===== src/common/fx_cfg.svh =====
`ifndef FX_CFG_SVH
`define FX_CFG_SVH
// Notes on behaviour
// 11-bit closed-loop LFSR scrambles serial stream
// NRZ bit XOR LFSR output bit
// Seed taken from address straps bits 4:1
// Scrambled stream NRZI encoded before MLT-3
// Ones alternate between two drive streams
// Line output carries only MLT-3 levels
// Link pulses alone never raise signal detect
// Receive symbols are five bits wide
// Descrambler XORs local sequence into received bits
// Sync after twelve IDLE groups, all ones
// Hold timer 722 us, restarts on 58 idle bits
// Timer expiry drops sync, full restart
// J/K locks the five-bit group boundary
// Bypass feeds aligner from NRZI decoder
// J/K after IDLE delivered as 0101 0101
// Decode groups until T/R or two IDLEs
// Link up after 395 us signal detect
// IDLE to non-IDLE without J/K is bad delimiter
// Bad delimiter gives error, nibble 1110 per group
// Each bad delimiter bumps false carrier counter
// Two IDLEs end error and carrier
// Standard 4B5B code-group mapping
// Feedback polynomial x^11 + x^9 + 1
// NRZI toggles on one, decoder inverts
// MLT-3 level change decodes to one
`define FX_CG_I 5'h1f
`define FX_CG_J 5'h18
`define FX_CG_K 5'h11
`define FX_CG_T 5'h0d
`define FX_CG_R 5'h07
`define FX_CG_H 5'h04
`define FX_4B5B {5'h1d, 5'h1c, 5'h1b, 5'h1a, 5'h17, 5'h16, 5'h13, 5'h12, \
  5'h0f, 5'h0e, 5'h0b, 5'h0a, 5'h15, 5'h14, 5'h09, 5'h1e}
`define FX_JK 10'h311
`define FX_PRE_NIB 4'h5
`define FX_BAD_NIB 4'he
`define FX_SYNC_BITS 7'h3c
`define FX_HOLD_BITS 7'h3a
`define FX_IDLE_PRE 7'h0a
`define FX_HUNT_LAST 3'h6
`define FX_GRP_LAST 3'h4
`define FX_HOLD_US 722
`define FX_LINK_US 395
`define FX_CLK_MHZ 100
`define FX_SD_GAP 6'h20
`define FX_SD_RUN 9'h100
`define FX_SEED_FILL 7'h55
`define FX_LFSR_RST 11'h7ff
`define FX_SEED_AT 2'h2
`define FX_FIFO_DEPTH 16
`endif


===== src/common/fx_pkg.sv =====
package fx_pkg;
  typedef struct packed {
    logic       last;
    logic [3:0] nib;
  } fx_txw_t;
  typedef struct packed {
    logic       dv;
    logic       er;
    logic       crs;
    logic [3:0] nib;
  } fx_mii_t;
  typedef enum logic [2:0] {TX_IDLE, TX_K, TX_DATA, TX_T, TX_R} fx_txst_t;
  typedef enum logic [2:0] {RX_IDLE, RX_HUNT, RX_PRE, RX_FRAME, RX_T, RX_BAD} fx_rxst_t;
endpackage


===== src/hw/fx_pcs.sv =====
`timescale 1ns/1ps
`include "fx_cfg.svh"

module fx_fifo #(
  parameter int W = 5,
  parameter int D = 16
) (
  input  wire logic         ref_clk,
  input  wire logic         reset,
  input  wire logic [W-1:0] in_data,
  input  wire logic         in_valid,
  output logic              in_ready,
  output logic [W-1:0]      out_data,
  output logic              out_valid,
  input  wire logic         out_ready
);
  localparam int AW = $clog2(D);
  logic [W-1:0]  mem_ff [D];
  logic [AW-1:0] wp_ff;
  logic [AW-1:0] rp_ff;
  logic [AW:0]   cnt_ff;
  logic [AW:0]   nxt_cnt;
  logic          push;
  logic          pop;

  // Flags are registered from the next count so they never glitch
  assign push = in_valid && in_ready;
  assign pop = out_valid && out_ready;
  assign out_data = mem_ff[rp_ff];

  // Occupancy
  always_comb begin
    nxt_cnt = cnt_ff;
    if (push && !pop) begin
      nxt_cnt = cnt_ff + (AW+1)'(1);
    end else if (pop && !push) begin
      nxt_cnt = cnt_ff - (AW+1)'(1);
    end
  end

  // Pointers and flags
  always_ff @(posedge ref_clk) begin
    if (reset) begin
      wp_ff     <= '0;
      rp_ff     <= '0;
      cnt_ff    <= '0;
      in_ready  <= 1'b1;
      out_valid <= 1'b0;
    end else begin
      if (push) begin
        wp_ff <= wp_ff + AW'(1);
      end
      if (pop) begin
        rp_ff <= rp_ff + AW'(1);
      end
      cnt_ff    <= nxt_cnt;
      in_ready  <= nxt_cnt != (AW+1)'(D);
      out_valid <= nxt_cnt != '0;
    end
  end

  // Storage needs no reset; valid guards every read
  always_ff @(posedge ref_clk) begin
    if (push) begin
      mem_ff[wp_ff] <= in_data;
    end
  end
endmodule

module fx_pcs import fx_pkg::*; #(
  parameter int HOLD_CYC = `FX_HOLD_US * `FX_CLK_MHZ,
  parameter int LINK_CYC = `FX_LINK_US * `FX_CLK_MHZ
) (
  input  wire logic       ref_clk,
  input  wire logic       reset,
  input  wire fx_txw_t    tx_word,
  input  wire logic       tx_valid,
  output logic            tx_ready,
  output logic            tx_pos_ff,
  output logic            tx_neg_ff,
  input  wire logic       rx_pos,
  input  wire logic       rx_neg,
  input  wire logic [4:0] phy_address_straps,
  input  wire logic       descrambler_bypass,
  output fx_mii_t         rx_mii_ff,
  output logic            rx_stb_ff,
  output logic            link_up_ff,
  output logic            sig_detect_ff,
  output logic            desc_sync_ff,
  output logic [15:0]     false_carrier_event_counter
);
  localparam logic [79:0] TBL = `FX_4B5B;

  function automatic logic [4:0] fx_enc(input logic [3:0] n);
    fx_enc = TBL[n*5 +: 5];
  endfunction

  // Returns {valid, nibble}; a reverse search keeps one table
  function automatic logic [4:0] fx_dec(input logic [4:0] g);
    fx_dec = 5'h00;
    for (int i = 0; i < 16; i++) begin
      if (TBL[i*5 +: 5] == g) begin
        fx_dec = {1'b1, 4'(i)};
      end
    end
  endfunction

  // Pin synchronisers; first stages feed only the second
  logic [1:0] lp_m_ff, lp_s_ff;
  logic       byp_m_ff, byp_s_ff;
  logic [4:0] strap_m_ff, strap_s_ff;
  always_ff @(posedge ref_clk) begin
    if (reset) begin
      lp_m_ff    <= 2'h0;
      lp_s_ff    <= 2'h0;
      byp_m_ff   <= 1'b0;
      byp_s_ff   <= 1'b0;
      strap_m_ff <= 5'h00;
      strap_s_ff <= 5'h00;
    end else begin
      lp_m_ff    <= {rx_pos, rx_neg};
      lp_s_ff    <= lp_m_ff;
      byp_m_ff   <= descrambler_bypass;
      byp_s_ff   <= byp_m_ff;
      strap_m_ff <= phy_address_straps;
      strap_s_ff <= strap_m_ff;
    end
  end

  // Straps are caught after release, once through the synchroniser
  logic [1:0] boot_ff;
  logic       seed_ld;
  assign seed_ld = boot_ff == `FX_SEED_AT;
  always_ff @(posedge ref_clk) begin
    if (reset) begin
      boot_ff <= 2'h0;
    end else if (boot_ff != 2'h3) begin
      boot_ff <= boot_ff + 2'h1;
    end
  end

  // Transmit FIFO
  fx_txw_t f_q;
  logic    f_vld, f_pop;
  fx_fifo #(.W($bits(fx_txw_t)), .D(`FX_FIFO_DEPTH)) u_txq (
    .ref_clk   (ref_clk),
    .reset     (reset),
    .in_data   (tx_word),
    .in_valid  (tx_valid),
    .in_ready  (tx_ready),
    .out_data  (f_q),
    .out_valid (f_vld),
    .out_ready (f_pop)
  );

  // Code-group encoder, one group per five bit times
  fx_txst_t   tst_ff, nxt_tst;
  logic [2:0] tbit_ff;
  logic [4:0] txsh_ff, nxt_code;
  logic       bnd;
  assign bnd = tbit_ff == `FX_GRP_LAST;
  always_comb begin
    nxt_tst  = tst_ff;
    nxt_code = `FX_CG_I;
    f_pop    = 1'b0;
    if (bnd) begin
      case (tst_ff)
        TX_IDLE: begin
          if (link_up_ff && f_vld) begin
            nxt_code = `FX_CG_J;
            f_pop    = 1'b1;
            nxt_tst  = TX_K;
          end
        end
        TX_K: begin
          nxt_code = `FX_CG_K;
          f_pop    = f_vld;
          nxt_tst  = TX_DATA;
        end
        TX_DATA: begin
          if (f_vld) begin
            nxt_code = fx_enc(f_q.nib);
            f_pop    = 1'b1;
            if (f_q.last) begin
              nxt_tst = TX_T;
            end
          end else begin
            nxt_code = `FX_CG_H; // Underrun marks the frame bad
            nxt_tst  = TX_T;
          end
        end
        TX_T: begin
          nxt_code = `FX_CG_T;
          nxt_tst  = TX_R;
        end
        TX_R: begin
          nxt_code = `FX_CG_R;
          nxt_tst  = TX_IDLE;
        end
        default: begin
          nxt_tst = TX_IDLE;
        end
      endcase
    end
  end

  // Serialiser, MSB of each group first
  always_ff @(posedge ref_clk) begin
    if (reset) begin
      tst_ff  <= TX_IDLE;
      tbit_ff <= 3'h0;
      txsh_ff <= `FX_CG_I;
    end else if (bnd) begin
      tst_ff  <= nxt_tst;
      tbit_ff <= 3'h0;
      txsh_ff <= nxt_code;
    end else begin
      tbit_ff <= tbit_ff + 3'h1;
      txsh_ff <= {txsh_ff[3:0], 1'b0};
    end
  end

  // Scrambler runs on every bit, frame or not
  logic [10:0] lf_ff;
  logic        lf_n, sbit;
  assign lf_n = lf_ff[10] ^ lf_ff[8];
  assign sbit = txsh_ff[4] ^ lf_n;
  always_ff @(posedge ref_clk) begin
    if (reset) begin
      lf_ff <= `FX_LFSR_RST;
    end else if (seed_ld) begin
      lf_ff <= {strap_s_ff[4:1], `FX_SEED_FILL};
    end else begin
      lf_ff <= {lf_ff[9:0], lf_n};
    end
  end

  // NRZI then MLT-3; no binary path reaches the pins
  logic       nrzi_ff, nrzi_d_ff;
  logic [1:0] ph_ff, nxt_ph;
  assign nxt_ph = ph_ff + {1'b0, nrzi_ff ^ nrzi_d_ff};
  always_ff @(posedge ref_clk) begin
    if (reset) begin
      nrzi_ff   <= 1'b0;
      nrzi_d_ff <= 1'b0;
      ph_ff     <= 2'h0;
      tx_pos_ff <= 1'b0;
      tx_neg_ff <= 1'b0;
    end else begin
      nrzi_ff   <= nrzi_ff ^ sbit;
      nrzi_d_ff <= nrzi_ff;
      ph_ff     <= nxt_ph;
      tx_pos_ff <= nxt_ph == 2'h1;
      tx_neg_ff <= nxt_ph == 2'h3;
    end
  end

  // Line decode and signal detect; short pulse trains never run long enough
  logic [1:0] lvl_d_ff;
  logic       chg, rnrzi_ff, rnrzi_d_ff, nrz;
  logic [5:0] gap_ff;
  logic [8:0] run_ff;
  assign chg = lp_s_ff != lvl_d_ff;
  assign nrz = rnrzi_ff ^ rnrzi_d_ff;
  always_ff @(posedge ref_clk) begin
    if (reset) begin
      lvl_d_ff      <= 2'h0;
      rnrzi_ff      <= 1'b0;
      rnrzi_d_ff    <= 1'b0;
      gap_ff        <= `FX_SD_GAP;
      run_ff        <= 9'h000;
      sig_detect_ff <= 1'b0;
    end else begin
      lvl_d_ff   <= lp_s_ff;
      rnrzi_ff   <= rnrzi_ff ^ chg;
      rnrzi_d_ff <= rnrzi_ff;
      if (chg) begin
        gap_ff <= 6'h00;
      end else if (gap_ff != `FX_SD_GAP) begin
        gap_ff <= gap_ff + 6'h01;
      end
      if (gap_ff == `FX_SD_GAP) begin
        run_ff        <= 9'h000;
        sig_detect_ff <= 1'b0;
      end else if (run_ff != `FX_SD_RUN) begin
        run_ff <= run_ff + 9'h001;
      end else begin
        sig_detect_ff <= 1'b1;
      end
    end
  end

  // Link monitor
  logic [16:0] lcnt_ff;
  always_ff @(posedge ref_clk) begin
    if (reset || !sig_detect_ff) begin
      lcnt_ff    <= 17'h0_0000;
      link_up_ff <= 1'b0;
    end else if (lcnt_ff != 17'(LINK_CYC)) begin
      lcnt_ff <= lcnt_ff + 17'h0_0001;
    end else begin
      link_up_ff <= 1'b1;
    end
  end

  // Descrambler trains on ~data while unsynced, since IDLE is all ones
  logic [10:0] dl_ff;
  logic [6:0]  dones_ff;
  logic [16:0] hold_ff;
  logic        dn, ud_d, ud;
  assign dn = dl_ff[10] ^ dl_ff[8];
  assign ud_d = nrz ^ dn;
  assign ud = byp_s_ff ? nrz : ud_d;
  always_ff @(posedge ref_clk) begin
    if (reset || (desc_sync_ff && hold_ff == 17'h0_0000)) begin
      dl_ff        <= `FX_LFSR_RST;
      dones_ff     <= 7'h00;
      hold_ff      <= 17'(HOLD_CYC);
      desc_sync_ff <= 1'b0;
    end else begin
      dl_ff <= {dl_ff[9:0], desc_sync_ff ? dn : !nrz};
      if (!ud_d) begin
        dones_ff <= 7'h00;
      end else if (dones_ff != 7'h7f) begin
        dones_ff <= dones_ff + 7'h01;
      end
      if (!desc_sync_ff) begin
        if (ud_d && dones_ff == `FX_SYNC_BITS - 7'h01) begin
          desc_sync_ff <= 1'b1;
          hold_ff      <= 17'(HOLD_CYC);
        end
      // Any run past 58 ones keeps reloading, so a long idle never loses sync
      end else if (ud_d && dones_ff >= `FX_HOLD_BITS - 7'h01) begin
        hold_ff <= 17'(HOLD_CYC);
      end else begin
        hold_ff <= hold_ff - 17'h0_0001;
      end
    end
  end

  // Aligner and decoder
  fx_rxst_t   rst_ff;
  logic [9:0] sr_ff, sr_nxt;
  logic [2:0] rph_ff;
  logic [6:0] ones_ff;
  logic [1:0] gidle_ff;
  logic [4:0] grp, dcd;
  logic       rx_on, gstb, jk_hit, bad_evt;
  assign sr_nxt = {sr_ff[8:0], ud};
  assign grp = sr_nxt[4:0];
  assign dcd = fx_dec(grp);
  assign rx_on = link_up_ff && (desc_sync_ff || byp_s_ff);
  assign gstb = rph_ff == `FX_GRP_LAST;
  assign jk_hit = sr_nxt == `FX_JK;
  assign bad_evt = rx_on && rst_ff == RX_HUNT && rph_ff == `FX_HUNT_LAST && !jk_hit;

  // Receive state machine; one strobe per delivered nibble
  always_ff @(posedge ref_clk) begin
    if (reset || !rx_on) begin
      rst_ff    <= RX_IDLE;
      sr_ff     <= 10'h3ff;
      rph_ff    <= 3'h0;
      ones_ff   <= 7'h00;
      gidle_ff  <= 2'h0;
      rx_mii_ff <= '0;
      rx_stb_ff <= 1'b0;
    end else begin
      sr_ff     <= sr_nxt;
      rx_stb_ff <= 1'b0;
      rph_ff    <= (gstb && rst_ff != RX_HUNT) ? 3'h0 : rph_ff + 3'h1;
      case (rst_ff)
        RX_IDLE: begin
          ones_ff <= !ud ? 7'h00 : (ones_ff == 7'h7f ? ones_ff : ones_ff + 7'h01);
          if (!ud && ones_ff >= `FX_IDLE_PRE) begin
            rst_ff <= RX_HUNT;
            rph_ff <= 3'h0;
          end
        end
        RX_HUNT: begin
          if (rph_ff == `FX_HUNT_LAST) begin
            rph_ff   <= 3'h0;
            gidle_ff <= 2'h0;
            ones_ff  <= 7'h00;
            rx_stb_ff <= 1'b1;
            if (jk_hit) begin
              rst_ff    <= RX_PRE;
              rx_mii_ff <= '{dv: 1'b1, er: 1'b0, crs: 1'b1, nib: `FX_PRE_NIB};
            end else begin
              rst_ff    <= RX_BAD;
              rx_mii_ff <= '{dv: 1'b0, er: 1'b1, crs: 1'b1, nib: `FX_BAD_NIB};
            end
          end
        end
        RX_PRE: begin
          rst_ff    <= RX_FRAME;
          rx_stb_ff <= 1'b1;
        end
        RX_FRAME: begin
          if (gstb) begin
            gidle_ff <= 2'h0;
            if (grp == `FX_CG_T) begin
              rst_ff <= RX_T;
            end else if (grp == `FX_CG_I) begin
              gidle_ff <= 2'h1;
              if (gidle_ff == 2'h1) begin
                rst_ff    <= RX_IDLE;
                rx_mii_ff <= '0;
              end
            end else begin
              rx_stb_ff     <= 1'b1;
              rx_mii_ff.nib <= dcd[3:0];
              rx_mii_ff.er  <= !dcd[4];
            end
          end
        end
        RX_T: begin
          if (gstb) begin
            if (grp == `FX_CG_R) begin
              rst_ff    <= RX_IDLE;
              rx_mii_ff <= '0;
            end else begin
              rst_ff       <= RX_FRAME;
              rx_stb_ff    <= 1'b1;
              rx_mii_ff.er <= 1'b1;
            end
          end
        end
        RX_BAD: begin
          if (gstb) begin
            gidle_ff <= (grp == `FX_CG_I) ? 2'h1 : 2'h0;
            if (grp == `FX_CG_I && gidle_ff == 2'h1) begin
              rst_ff    <= RX_IDLE;
              rx_mii_ff <= '0;
            end else begin
              rx_stb_ff     <= 1'b1;
              rx_mii_ff.nib <= `FX_BAD_NIB;
              rx_mii_ff.er  <= 1'b1;
            end
          end
        end
        default: begin
          rst_ff <= RX_IDLE;
        end
      endcase
    end
  end

  // False carrier counter wraps; software samples differences
  always_ff @(posedge ref_clk) begin
    if (reset) begin
      false_carrier_event_counter <= 16'h0000;
    end else if (bad_evt) begin
      false_carrier_event_counter <= false_carrier_event_counter + 16'h0001;
    end
  end

  // Checks
  a_nrzi_follow: assert property (@(posedge ref_clk) disable iff (reset)
    !reset |=> ((nrzi_ff ^ $past(nrzi_ff)) == $past(sbit)))
    else $error("NRZI did not follow scrambled bit");
  a_mlt_alternate: assert property (@(posedge ref_clk) disable iff (reset)
    tx_pos_ff |-> !tx_neg_ff ##1 !tx_neg_ff)
    else $error("MLT-3 jumped between drive streams");
  a_sd_needs_run: assert property (@(posedge ref_clk) disable iff (reset)
    $rose(sig_detect_ff) |-> $past(run_ff) == `FX_SD_RUN && $past(gap_ff) != `FX_SD_GAP)
    else $error("Signal detect rose without sustained activity");
  a_sync_idle_run: assert property (@(posedge ref_clk) disable iff (reset)
    $rose(desc_sync_ff) |-> $past(dones_ff) == `FX_SYNC_BITS - 7'h01 && $past(ud_d))
    else $error("Sync declared without twelve idle groups");
  a_hold_restart: assert property (@(posedge ref_clk) disable iff (reset)
    desc_sync_ff && hold_ff != 17'h0_0000 && ud_d && dones_ff == `FX_HOLD_BITS - 7'h01
    |=> hold_ff == 17'(HOLD_CYC))
    else $error("Hold timer not restarted by idle");
  a_hold_drop: assert property (@(posedge ref_clk) disable iff (reset)
    desc_sync_ff && hold_ff == 17'h0_0000 |=> !desc_sync_ff && dones_ff == 7'h00)
    else $error("Sync kept after hold timer expiry");
  a_link_wait: assert property (@(posedge ref_clk) disable iff (reset)
    $rose(link_up_ff) |-> $past(sig_detect_ff) && $past(lcnt_ff) == 17'(LINK_CYC))
    else $error("Link up before detect time");
  a_jk_preamble: assert property (@(posedge ref_clk) disable iff (reset)
    rx_on && rst_ff == RX_HUNT && rph_ff == `FX_HUNT_LAST && jk_hit
    |=> rx_stb_ff && rx_mii_ff.dv && rx_mii_ff.nib == `FX_PRE_NIB
    ##1 rx_stb_ff && rx_mii_ff.nib == `FX_PRE_NIB)
    else $error("J/K not replaced by preamble nibbles");
  a_bad_nibble: assert property (@(posedge ref_clk) disable iff (reset)
    bad_evt |=> rx_mii_ff.er && rx_mii_ff.crs && rx_mii_ff.nib == `FX_BAD_NIB)
    else $error("Bad delimiter not flagged");
  a_bad_count: assert property (@(posedge ref_clk) disable iff (reset)
    bad_evt |=> false_carrier_event_counter == $past(false_carrier_event_counter) + 16'h0001)
    else $error("False carrier count not bumped");
  a_bad_release: assert property (@(posedge ref_clk) disable iff (reset)
    rx_on && rst_ff == RX_BAD && gstb && grp == `FX_CG_I && gidle_ff == 2'h1
    |=> !rx_mii_ff.er && !rx_mii_ff.crs)
    else $error("Error kept after two idles");
endmodule

===== config.mk =====
export PLATFORM = sky130hd
export DESIGN_NAME = fx_pcs
export DESIGN_NICKNAME = d
export VERILOG_FILES = /design/src/common/fx_pkg.sv /design/src/hw/fx_pcs.sv
export VERILOG_INCLUDE_DIRS = /design/src /design/src/common
export SDC_FILE = /design/constraint.sdc
export NUM_CORES = 1
export LEC_CHECK = 0
export CORE_MARGIN = 1.5
export CORE_UTILIZATION = 55
export DETAILED_ROUTE_END_ITERATION = 8
export DONT_BUFFER_PORTS = 1
export PLACE_DENSITY = 0.73
export SLEW_MARGIN = 15
export SYNTH_ARGS = -nofsm -noshare
export SYNTH_HDL_FRONTEND = slang
export SYNTH_SLANG_ARGS = --single-unit

===== constraint.sdc =====
create_clock -name ref_clk -period 2.25 [get_ports ref_clk]
set_clock_uncertainty 0.05 [all_clocks]
set_input_delay 0.5625 -clock ref_clk [delete_from_list [all_inputs] [get_ports ref_clk]]
set_output_delay 0.5625 -clock ref_clk [all_outputs]
set_load 0.02 [all_outputs]

== Word level (Yosys, flattened, before mapping) ==
Memory sizes are Yosys's and may differ from the RTL's. A register that Yosys moved wholly into a read port is not among the register bits.
Index checks and enable logic that the tools add are counted.

* Add/sub/neg operators: 15
* Multiply operators: 1
* Divide/modulo/power cells: 0
* Order comparisons: 2
* Equal/unequal tests: 63
* Shifts and indexed selects: 1
* Mux-type cells: 95
* Bitwise logic cells: 9
* Reductions and logical operators: 48

{| class="wikitable"
|+ Operators with widths
! cell !! number
|-
| 2-to-1 mux 5 bit || 21
|-
| indexed part select 80 x 8 -> 5 bit, first input constant || 1
|-
| 2-to-1 mux 7 bit || 10
|-
| == test 5 bit, first input constant || 11
|-
| 2-to-1 mux 17 bit || 3
|-
| 2-to-1 mux 3 bit || 17
|-
| one-hot mux 7 bit (4 select lines) || 1
|-
| == test 4 x 5 -> 1 bit, first input constant || 5
|-
| one-hot mux 5 bit (5 select lines) || 1
|-
| 2-to-1 mux 1 bit || 24
|-
| != test 2 bit, second input constant || 11
|-
| == test 3 bit, second input constant || 6
|-
| one-hot mux 3 bit (6 select lines) || 1
|-
| adder 17 x 1 -> 17 bit, second input constant || 1
|-
| logical NOT 17 bit || 1
|-
| != test 17 x 16 -> 1 bit, second input constant || 1
|-
| subtractor 17 x 1 -> 17 bit, second input constant || 1
|-
| adder 16 x 1 -> 16 bit, second input constant || 1
|-
| 2-to-1 mux 4 bit || 4
|-
| AND reduction 8 bit || 2
|-
| logical AND 1 bit || 15
|-
| != test 3 bit, second input constant || 5
|-
| adder 7 x 1 -> 7 bit, second input constant || 2
|-
| one-hot mux 7 bit (2 select lines) || 1
|-
| other kinds (51) || 88
|}

* Register bits after elaboration: 183
* Latch bits: 0
* Bits in writable memories: 80
* Bits in read-only memories: 0
* Output and inout bits: 30
* Memories kept: 1

{| class="wikitable"
|+ Memory list
! name !! words !! bits a word !! rd ports !! clocked after memory_dff !! write ports !! RTL line !! text
|-
| u_txq.mem_ff || 16 || 5 || 1 || 1 || 1 || fx_pcs.sv:18 || <nowiki>logic [W-1:0] mem_ff [D];</nowiki>
|}

== Depth between registers and ports, before layout ==
* Depth in word-level cells: 25
* Mapped depth: 9

== By module ==
Synthesis repeated with hierarchy kept, for this count alone.

* Cell total of the unflattened synthesis: 1081
* Area total of the unflattened synthesis: 11546.1 um2

{| class="wikitable"
|+ By module, submodules not included
! module !! instances !! cells an instance !! area an instance (um2) !! seq. area each (um2)
|-
| fx_pcs || 1 || 857 || 7522.2 || 3303.2
|-
| fx_fifo || 1 || 224 || 4023.9 || 2782.7
|}

== Least setup slack after synthesis ==
Ideal clock, no wire load.

* Kind: register to register
* Start point: register (tool-made name)
* End point: register tst_ff[2]
* Library setup time: 0.128 ns
* Arrival: 2.304 ns
* Required time: 2.072 ns
* Slack: -0.232 ns
* Cell stages (with the launch flop): 8
* Buffers on the path: 1
* Clock period less this slack: 2.482 ns
* Cells stage by stage: dfxtp_1 > clkbuf_1 > mux4_2 > mux4_2 > o21bai_1 > nor3_1 > a21oi_1 > nor2_1

{| class="wikitable"
|+ RTL lines
! item !! RTL line !! text
|-
| end signal: assignment || fx_pcs.sv:214 || <nowiki>tst_ff <= nxt_tst;</nowiki>
|-
| end: declaration || fx_pcs.sv:157 || <nowiki>fx_txst_t tst_ff, nxt_tst;</nowiki>
|}

== Worst setup path after layout ==
* Start point: register rnrzi_ff
* End point: register false_carrier_event_counter[15]

* Word-level cells in the longest chain between the ends: 6

{| class="wikitable"
|+ Ends and longest elaborated chain
! item !! RTL line !! text
|-
| start: declaration || fx_pcs.sv:260 || <nowiki>logic chg, rnrzi_ff, rnrzi_d_ff, nrz;</nowiki>
|-
| start signal: assignment || fx_pcs.sv:275 || <nowiki>rnrzi_ff <= rnrzi_ff ^ chg;</nowiki>
|-
| XOR 1 bit (*) || fx_pcs.sv:264 || <nowiki>assign nrz = rnrzi_ff ^ rnrzi_d_ff;</nowiki>
|-
| XOR 1 bit || fx_pcs.sv:312 || <nowiki>assign ud_d = nrz ^ dn;</nowiki>
|-
| 2-to-1 mux 1 bit (*) || fx_pcs.sv:313 || <nowiki>assign ud = byp_s_ff ? nrz : ud_d;</nowiki>
|-
| == test 10 bit (no line) (*) || -- ||
|-
| logical NOT 1 bit (*) || fx_pcs.sv:355 || <nowiki>assign bad_evt = rx_on && rst_ff == RX_HUNT && rph_ff == `FX_HUNT_LAST && !jk_hit;</nowiki>
|-
| logical AND 1 bit (*) || fx_pcs.sv:355 ||
|-
| end signal: assignment || fx_pcs.sv:453 || <nowiki>false_carrier_event_counter <= false_carrier_event_counter + 16'h0001;</nowiki>
|-
| end: declaration || fx_pcs.sv:90 || <nowiki>output logic [15:0] false_carrier_event_counter</nowiki>
|}

Mark *: on every way between the ends. The rest lies on a longest branch, timed or not.
A chain may end at the register's enable or synchronous reset.

==> flow_summary.yaml <==
power:
  ir_drop_mv: 0.544
  p_total_mw: 10.3
  cellLeakagePower_nw: 4.86
  powerDensity_nw_per_um2: 767
final_layout:
  fin_cells: 1458
  fill_cells: 1549
  antenna_cells: 0
  multi_input_area_sq_um: 5220
  drive_above_1_share_pct: 18.5
  area_delta_synth_final_pct: 19.0
  fin_util_pct: 66.7
  seqCellArea_sq_um: 6100
  num-nets-final: 1209
yosys:
  synth_cells: 1097
  synthSimpleGateAreaFrac_pct: 21.0
  synth_top_family_by_area: "simple AND/OR/NAND/NOR gates"
  synthDistinctLibCells: 70
  synth_edf_count: 80
  syn_area_per_cell_sq_um: 10.3
  syn_nets: 1140
  synth_xor_area_share_pct: 5.02
  synthMuxAreaShare_pct: 5.43
  synth-seq-cells: 264
  synth_fa_ha_area_share_pct: 3.08
  synthFlopType: "dfxtp_1"
  synth_compound_area_share_pct: 8.92
  yosysSeqAreaShare_pct: 53.8
  yosys_warnings: 0
  synthArstFlopShare_pct: 0
  netlist_area_sq_um: 11300
sta:
  fin_crit_ps: 2350
  finalSetupViolations: 7
  finalCritPeriodShare_pct: 105
  tightestPinTransition_ps: 852
  slew-limit-headroom_pct: 43.0
  slew_violations: 0
  rsz0062_at_grt: "true"
  finalHoldViolCount: 0
  whs_ps: 52.2
  fin_ws_ps: -102
  fmax_mhz: 425
clock_network:
  clkLatencyLatePin_ps: 550
  clkTransAtPathRegs_ps: 60
  cts_buffers: 28
  clockRootBuffer: "clkbuf_16"
  tritoncts: "done"
  htreeDepth: 1
  clock_sinks: 264
  ctsHoldBuffers: 0
  cts.path.max_buffers: 3
drt:
  drc: 0
  drt_pass1_iterations: 5
  viasPerCell: 5.62
  drtIter0Drc: 550
  wl_per_cell_um: 15.9
  wirelength_um: 23200
  drtAntennaViolNets: 0
  vias: 8195
worst_setup_path:
  cp-end-kind: "flip-flop"
  crit_arrival_ps: 2730
  slowest_delay_ps: 560
  cp_max_fo: 5
  cp_cell_sequence: "xnor2_4 -> or3_4 -> and3_4 -> or4b_4 -> buf_8 -> nor3_4 -> mux2_4"
  required_ps: 2630
  critical_path_class: "flip-flop to flip-flop"
  timing.reg2reg.setup_slack_ps: -100
  critPathSlowestCell: "or4b_4"
  cp-start-kind: "flip-flop"
job:
  cap_viol_max_count: 0
floorplanning:
  core_sq_um: 20200
  core.rowCount: 52
  die_w_um: 146
  ioPinCount: 46
  dieArea_sq_um: 21400
  initial_core_util_pct: 56.0
  dieHeight_um: 146
global_routing:
  grt_max_degree: 106
  antenna_found_initial: 0
  grt_use_total_pct: 21.8
  grt_pass1_wl_um: 38500
  overflow: 0
  grt_pass1_vias: 7874
placement:
  place_inst: 1399
  hpwl_um: 15200
  finalWeightedCongestion: 0.905
  pre_cts_ws_ps: -193
  io_buffers: 0
min_path:
  hold_path_class: "input port to flip-flop"
run_status:
  failed_checks: "setup timing"
  status: "finished, violations left"
## power by group
group          internal, mW  total (mW)  switching [mW]  leakage (nW)
Clock                  2.75        4.60            1.86         0.470
Sequential             5.05        5.15          0.0995          2.22
Combinational         0.268       0.562           0.294          2.17
## Yosys cell counts, types with 29 or more instances
cell type  instances  area share (%)
nand3_1           37             1.6
nand2_1           85             2.8
inv_1             32             1.1
nor2_1           151             5.0
dfxtp_1          184              33
nor2b_1           40             2.2
o21ai_0           35             1.5
edfxtp_1          80              21
xor2_1            35             2.7
clkbuf_1          38             1.3
a21oi_1           39             1.7
nor3_1            29             1.3
## logic make-up (layout without fill, tap and decap cells)
family          after synthesis  in the layout
simple gates                473            473
flops                       264            264
compound gates              154            154
buf+inv                      80            171
xor+xnor                     64             64
mux                          34             34
fa+ha+maj                    28             28
## worst max-delay path: cells and delay by family, from the launching register on
| kind | cells | cell delay, ps |
|---|---|---|
| xor+xnor | 1 | 120 |
| simple gates | 4 | 1230 |
| buf+inv | 1 | 160 |
| flops | 1 | 360 |
| mux | 1 | 310 |
## cell type report
cell class,instances,share of cell area (%)
Sequential cell,264,45.3
Multi-Input combinational cell,753,38.8
Timing Repair Buffer,87,5.41
Clock buffer,41,6.04
Clock inverter,11,0.995
Tap cell,270,2.51
Inverter,32,0.893
## final timing paths
kind	cells past startpoint	startpoint	to
setup / recovery	7	rnrzi_ff	false_carrier_event_counter[15]
hold / removal	0	tx_word[4]	u_txq.mem_ff[13][4]
setup reg to reg	7	rnrzi_ff	false_carrier_event_counter[15]
hold reg to reg	1	lf_ff[1]	lf_ff[2]
## stage by stage
step	TNS [ps]	area, sq um
3_3_place_gp	-1290	12100
4_1_cts	-352	13200
3_5_place_dp	-1910	12100
2_1_floorplan	-909	11400
5_1_grt	-1440	13400
6_report	-548	13400
## placed cells by master (no fill, tap or decap), drive strengths merged, types with 23 or more instances in the layout
cell,instances
a21oi,39
buf,87
clkbuf,41
dfxtp,184
edfxtp,80
ha,27
inv,32
nand2,85
nand3,37
nand4,23
nor2,151
nor2b,40
nor3,30
o21ai,37
xnor2,29
xor2,35
## sequential cells by signal (all words and copies together) (netlist names), 3 cells and up, named ones only
signal,cells
strap_s_ff,4
dones_ff,7
txsh_ff,5
u_txq.wp_ff,4
u_txq.cnt_ff,5
dl_ff,11
ones_ff,7
tst_ff,3
sr_ff,9
lf_ff,11
u_txq.rp_ff,4
rst_ff,3
rx_mii_ff,7
run_ff,9
rph_ff,3
strap_m_ff,4
false_carrier_event_counter,16
u_txq.mem_ff,80
tbit_ff,3
lcnt_ff,17
gap_ff,6
hold_ff,17
## what timing repair did
action / CTS / global route
pin swaps: 1 / 13
setup endpoints to repair: 33 / 62
buffers inserted: 4 / 1
gates cloned: 1 / 1
resized for setup: 25 / 48
## per-layer routing
| layer | part of all wire, % | wire length, um | up-vias | global-route usage (%) |
|---|---|---|---|---|
| met5 | 0 | 0 | - | 0 |
| met4 | 1.6 | 361 | 0 | 5.61 |
| met3 | 5.1 | 1190 | 34 | 4.00 |
| met2 | 48 | 11200 | 181 | 36.4 |
| met1 | 45 | 10400 | 3927 | 29.3 |
| li1 | - | - | 4053 | - |
(Power assumes the default switching activity.)
